### src/include/irfb_defines.vh
// Register map and field positions of the interrupt request flag bank.
// Assumes APB with 32-bit data and word-aligned byte addresses.
`ifndef IRFB_DEFINES_VH
`define IRFB_DEFINES_VH

`define IRFB_ADDR_W         8
`define IRFB_OFS_MON        8'h08
`define IRFB_OFS_SER1       8'h0C
`define IRFB_OFS_SER2       8'h10
`define IRFB_OFS_CAPC       8'h14
`define IRFB_OFS_CLR_MON    8'h28
`define IRFB_OFS_CLR_SER1   8'h2C
`define IRFB_OFS_CLR_SER2   8'h30
`define IRFB_OFS_CLR_CAPC   8'h34
`define IRFB_RST_VAL        32'h0000_0000

`define IRFB_MON_BASE       4
`define IRFB_MON4_RISE      6
`define IRFB_MON4_FALL      7
`define IRFB_MON5_RISE      8
`define IRFB_MON5_FALL      9
`define IRFB_MON_MASK       32'h0000_03C0

`define IRFB_SER_ERR        0
`define IRFB_SER_TX         1
`define IRFB_SER_RX         2
`define IRFB_SER_MASK       32'h0000_0007

`define IRFB_CC_REQ0        0
`define IRFB_CC_REQ1        4
`define IRFB_CC_REQ2        16
`define IRFB_CC_REQ3        20
`define IRFB_CC_MASK        32'h0011_0011

`endif

### src/logic/irfb_flag_bank.v
// Interrupt request flag bank: sticky event flags with APB access.
// Assumes peripheral events are one-cycle pulses on ref_clk_i and
// monitor inputs come from pins, asynchronous to ref_clk_i.
//
// Design decision made here: the APB register port.
`timescale 1ns/10ps
`include "irfb_defines.vh"

module irfb_flag_bank #(
  parameter SYNC_STAGES = 3
) (
  // Clock and reset
  input  wire        ref_clk_i,
  input  wire        rst_i,
  // APB slave
  input  wire        psel_i,
  input  wire        penable_i,
  input  wire        pwrite_i,
  input  wire [31:0] paddr_i,
  input  wire [31:0] pwdata_i,
  output reg  [31:0] prdata_o,
  output reg         pready_o,
  output reg         pslverr_o,
  // Monitor pins 4 and 5, asynchronous
  input  wire [1:0]  monitor_pin_i,
  // Serial channel events, one-cycle pulses
  input  wire        ser1_err_i,
  input  wire        ser1_tx_i,
  input  wire        ser1_rx_i,
  input  wire        ser2_err_i,
  input  wire        ser2_tx_i,
  input  wire        ser2_rx_i,
  // Capture/compare service requests, one-cycle pulses
  input  wire [3:0]  capcomp_req_i,
  // Flag images
  output reg  [31:0] monitor_edge_flags_o,
  output reg  [31:0] serial_ch1_event_flags_o,
  output reg  [31:0] serial_ch2_event_flags_o,
  output reg  [31:0] capcomp_service_flags_o
);

  reg  [SYNC_STAGES-1:0] mon_sync_ff [0:1];
  reg  [1:0]  mon_level_ff;
  reg  [1:0]  mon_rise;
  reg  [1:0]  mon_fall;
  reg  [31:0] mon_flags_ff;
  reg  [31:0] ser1_flags_ff;
  reg  [31:0] ser2_flags_ff;
  reg  [31:0] capc_flags_ff;
  reg  [31:0] nxt_mon;
  reg  [31:0] nxt_ser1;
  reg  [31:0] nxt_ser2;
  reg  [31:0] nxt_capc;
  reg  [31:0] set_mon;
  reg  [31:0] set_ser1;
  reg  [31:0] set_ser2;
  reg  [31:0] set_capc;
  reg  [31:0] nxt_rdata;
  reg         nxt_err;
  reg         acc_ff;

  wire [7:0]  addr;
  wire        wr_take;
  wire        rd_take;

  assign addr    = paddr_i[`IRFB_ADDR_W-1:0];
  // One wait state: the access phase ends in its second cycle
  assign wr_take = psel_i & penable_i & ~acc_ff & pwrite_i;
  assign rd_take = psel_i & penable_i & ~acc_ff & ~pwrite_i;

  // Pin synchronisers; edge logic reads only stages 2 and 3
  genvar g;
  generate
    for (g = 0; g < 2; g = g + 1) begin : g_mon
      always @(posedge ref_clk_i) begin
        if (rst_i) begin
          mon_sync_ff[g]  <= {SYNC_STAGES{1'b0}};
          mon_level_ff[g] <= 1'b0;
        end else begin
          mon_sync_ff[g] <= {mon_sync_ff[g][SYNC_STAGES-2:0],
                             monitor_pin_i[g]};
          if (mon_sync_ff[g][SYNC_STAGES-1] == mon_sync_ff[g][SYNC_STAGES-2])
            mon_level_ff[g] <= mon_sync_ff[g][SYNC_STAGES-1];
        end
      end
      always @* begin
        // Separate rise and fall pulses of one cycle
        mon_rise[g] = ~mon_level_ff[g] & mon_sync_ff[g][SYNC_STAGES-1] &
                      mon_sync_ff[g][SYNC_STAGES-2];
        mon_fall[g] = mon_level_ff[g] & ~mon_sync_ff[g][SYNC_STAGES-1] &
                      ~mon_sync_ff[g][SYNC_STAGES-2];
      end
    end
  endgenerate

  always @* begin
    set_mon  = `IRFB_RST_VAL;
    set_ser1 = `IRFB_RST_VAL;
    set_ser2 = `IRFB_RST_VAL;
    set_capc = `IRFB_RST_VAL;
    // Bit 6 of this register is input 4 rising, kept with its pair
    set_mon[`IRFB_MON4_RISE]     = mon_rise[0];
    set_mon[`IRFB_MON4_FALL]     = mon_fall[0];
    set_mon[`IRFB_MON5_RISE]     = mon_rise[1];
    set_mon[`IRFB_MON5_FALL]     = mon_fall[1];
    set_ser1[`IRFB_SER_ERR]      = ser1_err_i;
    set_ser1[`IRFB_SER_TX]       = ser1_tx_i;
    set_ser1[`IRFB_SER_RX]       = ser1_rx_i;
    set_ser2[`IRFB_SER_ERR]      = ser2_err_i;
    set_ser2[`IRFB_SER_TX]       = ser2_tx_i;
    set_ser2[`IRFB_SER_RX]       = ser2_rx_i;
    set_capc[`IRFB_CC_REQ0]      = capcomp_req_i[0];
    set_capc[`IRFB_CC_REQ1]      = capcomp_req_i[1];
    set_capc[`IRFB_CC_REQ2]      = capcomp_req_i[2];
    set_capc[`IRFB_CC_REQ3]      = capcomp_req_i[3];
  end

  always @* begin
    nxt_mon  = mon_flags_ff;
    nxt_ser1 = ser1_flags_ff;
    nxt_ser2 = ser2_flags_ff;
    nxt_capc = capc_flags_ff;
    if (wr_take) begin
      case (addr)
        `IRFB_OFS_CLR_MON:  nxt_mon  = mon_flags_ff & ~pwdata_i;
        `IRFB_OFS_CLR_SER1: nxt_ser1 = ser1_flags_ff & ~pwdata_i;
        `IRFB_OFS_CLR_SER2: nxt_ser2 = ser2_flags_ff & ~pwdata_i;
        `IRFB_OFS_CLR_CAPC: nxt_capc = capc_flags_ff & ~pwdata_i;
        default: ;
      endcase
    end
    // Set after clear so a same-cycle event survives
    nxt_mon  = (nxt_mon  | set_mon)  & `IRFB_MON_MASK;
    nxt_ser1 = (nxt_ser1 | set_ser1) & `IRFB_SER_MASK;
    nxt_ser2 = (nxt_ser2 | set_ser2) & `IRFB_SER_MASK;
    nxt_capc = (nxt_capc | set_capc) & `IRFB_CC_MASK;
  end

  always @* begin
    nxt_rdata = `IRFB_RST_VAL;
    nxt_err   = 1'b0;
    if (rd_take | wr_take) begin
      case (addr)
        `IRFB_OFS_MON:      nxt_rdata = mon_flags_ff;
        `IRFB_OFS_SER1:     nxt_rdata = ser1_flags_ff;
        `IRFB_OFS_SER2:     nxt_rdata = ser2_flags_ff;
        `IRFB_OFS_CAPC:     nxt_rdata = capc_flags_ff;
        `IRFB_OFS_CLR_MON,
        `IRFB_OFS_CLR_SER1,
        `IRFB_OFS_CLR_SER2,
        `IRFB_OFS_CLR_CAPC: nxt_rdata = `IRFB_RST_VAL;
        default:            nxt_err   = 1'b1;
      endcase
      // Flag registers are read-only; writing them is an error
      if (wr_take && (addr == `IRFB_OFS_MON || addr == `IRFB_OFS_SER1 ||
          addr == `IRFB_OFS_SER2 || addr == `IRFB_OFS_CAPC))
        nxt_err = 1'b1;
      if (paddr_i[31:`IRFB_ADDR_W] != 24'h00_0000)
        nxt_err = 1'b1;
      if (wr_take | nxt_err)
        nxt_rdata = `IRFB_RST_VAL;
    end
  end

  always @(posedge ref_clk_i) begin
    if (rst_i) begin
      mon_flags_ff             <= `IRFB_RST_VAL;
      ser1_flags_ff            <= `IRFB_RST_VAL;
      ser2_flags_ff            <= `IRFB_RST_VAL;
      capc_flags_ff            <= `IRFB_RST_VAL;
      monitor_edge_flags_o     <= `IRFB_RST_VAL;
      serial_ch1_event_flags_o <= `IRFB_RST_VAL;
      serial_ch2_event_flags_o <= `IRFB_RST_VAL;
      capcomp_service_flags_o  <= `IRFB_RST_VAL;
      acc_ff                   <= 1'b0;
      pready_o                 <= 1'b0;
      pslverr_o                <= 1'b0;
      prdata_o                 <= `IRFB_RST_VAL;
    end else begin
      mon_flags_ff             <= nxt_mon;
      ser1_flags_ff            <= nxt_ser1;
      ser2_flags_ff            <= nxt_ser2;
      capc_flags_ff            <= nxt_capc;
      monitor_edge_flags_o     <= nxt_mon;
      serial_ch1_event_flags_o <= nxt_ser1;
      serial_ch2_event_flags_o <= nxt_ser2;
      capcomp_service_flags_o  <= nxt_capc;
      acc_ff                   <= psel_i & penable_i & ~acc_ff;
      pready_o                 <= psel_i & penable_i & ~acc_ff;
      pslverr_o                <= nxt_err;
      prdata_o                 <= nxt_rdata;
    end
  end

endmodule

### config.mk
export PLATFORM = sky130hd
export DESIGN_NAME = irfb_flag_bank
export DESIGN_NICKNAME = d
export VERILOG_FILES = /design/src/logic/irfb_flag_bank.v
export VERILOG_INCLUDE_DIRS = /design/src /design/src/include
export SDC_FILE = /design/constraint.sdc
export NUM_CORES = 1
export LEC_CHECK = 0
export BUFFER_PORTS_ARGS = -buffer_cell sky130_fd_sc_hd__buf_4
export CAP_MARGIN = 20
export CELL_PAD_IN_SITES_DETAIL_PLACEMENT = 0
export CELL_PAD_IN_SITES_GLOBAL_PLACEMENT = 1
export CORE_ASPECT_RATIO = 0.75
export CORE_MARGIN = 5
export CORE_UTILIZATION = 26
export CTS_BUF_LIST = sky130_fd_sc_hd__clkbuf_4 sky130_fd_sc_hd__clkbuf_8
export CTS_CLUSTER_DIAMETER = 40
export DETAILED_ROUTE_END_ITERATION = 6
export PLACE_DENSITY = 0.95
export SLEW_MARGIN = 0
export SYNTH_ARGS = -nofsm -noshare
export SYNTH_HDL_FRONTEND = slang
export SYNTH_SLANG_ARGS = --single-unit
### constraint.sdc
create_clock -name ref_clk_i -period 3.05 [get_ports ref_clk_i]
set_input_delay 0.61 -clock ref_clk_i [delete_from_list [all_inputs] [get_ports ref_clk_i]]
set_output_delay 0.61 -clock ref_clk_i [all_outputs]
set_load 0.01 [all_outputs]
==> impl_metrics.prom <==
# TYPE chip_impl_metric gauge
chip_impl_info{name="run_status",value="finished, final reports clean"} 1
chip_impl_metric{name="number_of_global_route_vias_before_repair",unit=""} 1550
chip_impl_metric{name="post_cts_buffers",unit=""} 0
chip_impl_metric{name="drt_initial_violations",unit=""} 80
chip_impl_metric{name="final-setup-viol-count",unit=""} 0
chip_impl_metric{name="drv_cap",unit=""} 0
chip_impl_metric{name="dp_worst_setup_slack",unit="ns"} 0.778
chip_impl_metric{name="synth_seq_area_share",unit=""} 0.284
chip_impl_metric{name="insertion_delay",unit="ns"} 0.28
chip_impl_metric{name="vdd.ir_drop.worst",unit="mV"} 0.113
chip_impl_metric{name="hpwl_detailed",unit="um"} 4820
chip_impl_metric{name="critical_path.max_fanout",unit=""} 5
chip_impl_metric{name="period_minus_slack",unit="ns"} 1.95
chip_impl_metric{name="yosys_warnings",unit=""} 0
chip_impl_metric{name="cts_made_buffers",unit=""} 5
chip_impl_metric{name="maxSlewViolCount",unit=""} 0
chip_impl_metric{name="finalCoreUtilization",unit=""} 0.303
chip_impl_metric{name="max_clk_rate",unit="GHz"} 0.513
chip_impl_metric{name="synth-seq-cells",unit=""} 34
chip_impl_metric{name="fin_nets",unit=""} 444
chip_impl_metric{name="drt_wl_total",unit="um"} 5610
chip_impl_metric{name="drc",unit=""} 0
chip_impl_metric{name="worst_setup_hold_path_clk_slew",unit="ns"} 0.06
chip_impl_metric{name="dieWidth",unit="um"} 121
chip_impl_metric{name="drive_above_1_share",unit=""} 0.272
chip_impl_metric{name="globalplace.congestion",unit=""} 0.703
chip_impl_metric{name="placedInstanceArea",unit="mm^2"} 0.00264
chip_impl_metric{name="cts-root-to-sink-buffers",unit=""} 2
chip_impl_info{name="clock-root-buffer",value="sky130_fd_sc_hd__clkbuf_8"} 1
chip_impl_info{name="min_path_type",value="flop to flop"} 1
chip_impl_metric{name="num_antenna_cells",unit=""} 0
chip_impl_metric{name="postSynthCellCount",unit=""} 276
chip_impl_metric{name="pin_count",unit=""} 243
chip_impl_metric{name="post_synth.cell_area_avg",unit="um^2"} 8.68
chip_impl_metric{name="multi_input_area",unit="mm^2"} 0.00117
chip_impl_metric{name="maximum_number_of_pins_on_one_net_before_global_route_repair",unit=""} 24
chip_impl_metric{name="hold_slack",unit="ns"} 0.438
chip_impl_metric{name="largest_stage_delay_on_the_critical_path",unit="ns"} 0.59
chip_impl_metric{name="report.final.hold_viol_count",unit=""} 0
chip_impl_metric{name="vias_per_inst",unit=""} 3.65
chip_impl_metric{name="via_count",unit=""} 1737
chip_impl_metric{name="grt_first_pass_wirelength",unit="um"} 7580
chip_impl_metric{name="number_of_antenna_violating_nets_in_the_routed_design",unit=""} 0
chip_impl_metric{name="die_h",unit="um"} 93.1
chip_impl_metric{name="cellPowerDensity",unit="mW/mm^2"} 374
chip_impl_info{name="worst_path_dominant_cell_family",value="simple AND/OR/NAND/NOR gates"} 1
chip_impl_metric{name="ctsHoldBuffers",unit=""} 0
chip_impl_info{name="cts_tree",value="built"} 1
chip_impl_metric{name="cts-htree-levels",unit=""} 2
chip_impl_metric{name="ff2ff_setup_slack",unit="ns"} 1.65
chip_impl_metric{name="fill_cells",unit=""} 953
chip_impl_metric{name="route.detailed.wl_per_inst",unit="um"} 11.8
chip_impl_metric{name="area_growth_syn_to_fin",unit="%"} 14.1
chip_impl_metric{name="postCtsResizedCells",unit=""} 0
chip_impl_metric{name="critPathBufInv",unit=""} 1
chip_impl_metric{name="placement.io_buffers",unit=""} 84
chip_impl_metric{name="antenna_found_initial",unit=""} 0
chip_impl_metric{name="worst_clock_skew",unit="ns"} 0.00783
chip_impl_info{name="worst_setup_path_start_kind",value="input pin"} 1
chip_impl_metric{name="firstDrtPassIters",unit=""} 4
chip_impl_info{name="worst-setup-path-type",value="input pin to flop"} 1
chip_impl_metric{name="post-route-period-util",unit=""} 0.640
chip_impl_metric{name="design.core.area",unit="mm^2"} 0.00901
chip_impl_metric{name="power.leakage",unit="nW"} 1.41
chip_impl_metric{name="grt_util_all_layers",unit=""} 0.0854
chip_impl_metric{name="seq_area",unit="um^2"} 681
chip_impl_metric{name="critical_path_arrival",unit="ns"} 2.11
chip_impl_metric{name="fp-row-count",unit=""} 30
chip_impl_metric{name="stdcell_count",unit=""} 476
chip_impl_info{name="grt_setup_unrepaired",value="no"} 1
chip_impl_metric{name="setup_slack",unit="ns"} 1.10
chip_impl_metric{name="clkSinkCount",unit=""} 34
chip_impl_info{name="setup.worst_path.end_class",value="flop"} 1
chip_impl_metric{name="tns",unit="ns"} 0
chip_impl_metric{name="die-area",unit="mm^2"} 0.0113
chip_impl_metric{name="report.power.total",unit="mW"} 1.02
chip_impl_metric{name="grt_remaining_overflow",unit=""} 0
chip_impl_metric{name="numPlacedInstances",unit=""} 468
chip_impl_info{name="timing.critical_path.slowest_stage_cell",value="sky130_fd_sc_hd__or4_4"} 1
chip_impl_metric{name="synth_cell_types",unit=""} 32
chip_impl_info{name="series_of_cell_instances_along_the_critical_path",value="buf_4, or4_4, nor4b_4, and3_1, a311oi_1"} 1
chip_impl_metric{name="worstPathRequired",unit="ns"} 3.21
chip_impl_metric{name="final_cell_area",unit="mm^2"} 0.00273
chip_impl_metric{name="starting_density",unit=""} 0.266
chip_impl_metric{name="post_syn_area",unit="mm^2"} 0.00239
==> cell usage in the layout, fill, tap and decap left out, types with 2 or more instances in the layout <==
cell	n
sky130_fd_sc_hd__a21oi_1	4
sky130_fd_sc_hd__and2_1	4
sky130_fd_sc_hd__o21ai_0	2
sky130_fd_sc_hd__conb_1	136
sky130_fd_sc_hd__buf_4	85
sky130_fd_sc_hd__a311oi_1	8
sky130_fd_sc_hd__nor3b_1	3
sky130_fd_sc_hd__nor3_1	4
sky130_fd_sc_hd__nor2b_1	12
sky130_fd_sc_hd__and4b_1	3
sky130_fd_sc_hd__and3_1	6
sky130_fd_sc_hd__nor4b_2	2
sky130_fd_sc_hd__clkbuf_8	6
sky130_fd_sc_hd__dfxtp_1	34
sky130_fd_sc_hd__nand3b_1	2
sky130_fd_sc_hd__nand2_1	8
sky130_fd_sc_hd__nor2_1	20
sky130_fd_sc_hd__nand4bb_1	2
sky130_fd_sc_hd__a22oi_1	3
sky130_fd_sc_hd__nor4_1	6
sky130_fd_sc_hd__a211oi_1	2
==> routing by layer <==
layer  routed length [um]  track usage
met4                   76       0.0311
met1                 1920       0.0899
met3                  733       0.0363
met2                 2880        0.152
met5                    0            0
==> power by group <==
part           internal [mW]  total (mW)  switching [mW]
registers              0.458       0.469          0.0109
logic                 0.0772       0.205           0.128
clock network          0.191       0.347           0.156
==> cells by family (layout without fill, tap and decap cells) <==
logic type	after synthesis	count (layout)	share of synthesized area
AO/OA/AOI/OAI	20	20	0.0606
flip-flops	34	34	0.284
other	1	136	0.00157
buffers and inverters	141	94	0.437
XOR/XNOR	1	1	0.00366
AND/OR/NAND/NOR	78	78	0.208
multiplexers	1	1	0.00470
==> worst paths after layout <==
check,from,endpoint,depth (start not counted)
min reg2reg,mon_sync_ff[1][0]$_SDFF_PP0_,mon_sync_ff[1][1]$_SDFF_PP0_,1
max reg2reg,acc_ff$_SDFF_PP0_,prdata_o[20]$_SDFF_PP0_,4
max,paddr_i[1],mon_flags_ff[6]$_SDFF_PP0_,5
min,mon_sync_ff[1][0]$_SDFF_PP0_,mon_sync_ff[1][1]$_SDFF_PP0_,1
==> final cells by class <==
cell class | instances | share of cell area
Multi-Input combinational cell | 236 | 0.430
Sequential cell | 34 | 0.249
Timing Repair Buffer | 85 | 0.234
Tap cell | 112 | 0.0513
Clock buffer | 7 | 0.0330
Clock inverter | 1 | 0.00183
Inverter | 1 | 0.00137
==> flip-flops by register name (all words and copies together), names as in the netlist <==
register       cells
acc_ff             1
capc_flags_ff      4
prdata_o          10
pslverr_o          1
mon_flags_ff       4
mon_sync_ff        6
ser2_flags_ff      3
ser1_flags_ff      3
mon_level_ff       2
==> synth_stat cells <==
cell | instances | area (um^2)
sky130_fd_sc_hd__o21ai_0 | 2 | 10.0
sky130_fd_sc_hd__inv_1 | 1 | 3.75
sky130_fd_sc_hd__a21oi_1 | 4 | 20.0
sky130_fd_sc_hd__or4_4 | 1 | 11.3
sky130_fd_sc_hd__buf_4 | 136 | 1020
sky130_fd_sc_hd__a311oi_1 | 8 | 70.1
sky130_fd_sc_hd__o21bai_1 | 1 | 7.51
sky130_fd_sc_hd__clkbuf_1 | 3 | 11.3
sky130_fd_sc_hd__and3b_1 | 1 | 8.76
sky130_fd_sc_hd__nor2b_1 | 12 | 75.1
sky130_fd_sc_hd__a22oi_1 | 3 | 22.5
sky130_fd_sc_hd__nor4b_2 | 2 | 30.0
sky130_fd_sc_hd__nor2_1 | 20 | 75.1
sky130_fd_sc_hd__buf_6 | 1 | 11.3
sky130_fd_sc_hd__dfxtp_1 | 34 | 681
sky130_fd_sc_hd__mux2_2 | 1 | 11.3
sky130_fd_sc_hd__nor3b_1 | 3 | 22.5
sky130_fd_sc_hd__xor2_1 | 1 | 8.76
sky130_fd_sc_hd__and2_1 | 4 | 25.0
sky130_fd_sc_hd__nand2b_1 | 1 | 6.26
sky130_fd_sc_hd__and3_1 | 6 | 37.5
sky130_fd_sc_hd__conb_1 | 1 | 3.75
sky130_fd_sc_hd__nor4b_4 | 1 | 23.8
sky130_fd_sc_hd__nor4_1 | 6 | 37.5
sky130_fd_sc_hd__nand3b_1 | 2 | 15.0
sky130_fd_sc_hd__a211oi_1 | 2 | 15.0
sky130_fd_sc_hd__nand4bb_1 | 2 | 22.5
sky130_fd_sc_hd__nor3_1 | 4 | 20.0
sky130_fd_sc_hd__nand4_1 | 1 | 6.26
sky130_fd_sc_hd__nor4_4 | 1 | 21.3
sky130_fd_sc_hd__nand2_1 | 8 | 30.0
sky130_fd_sc_hd__and4b_1 | 3 | 30.0
(Power assumes the default switching activity.)
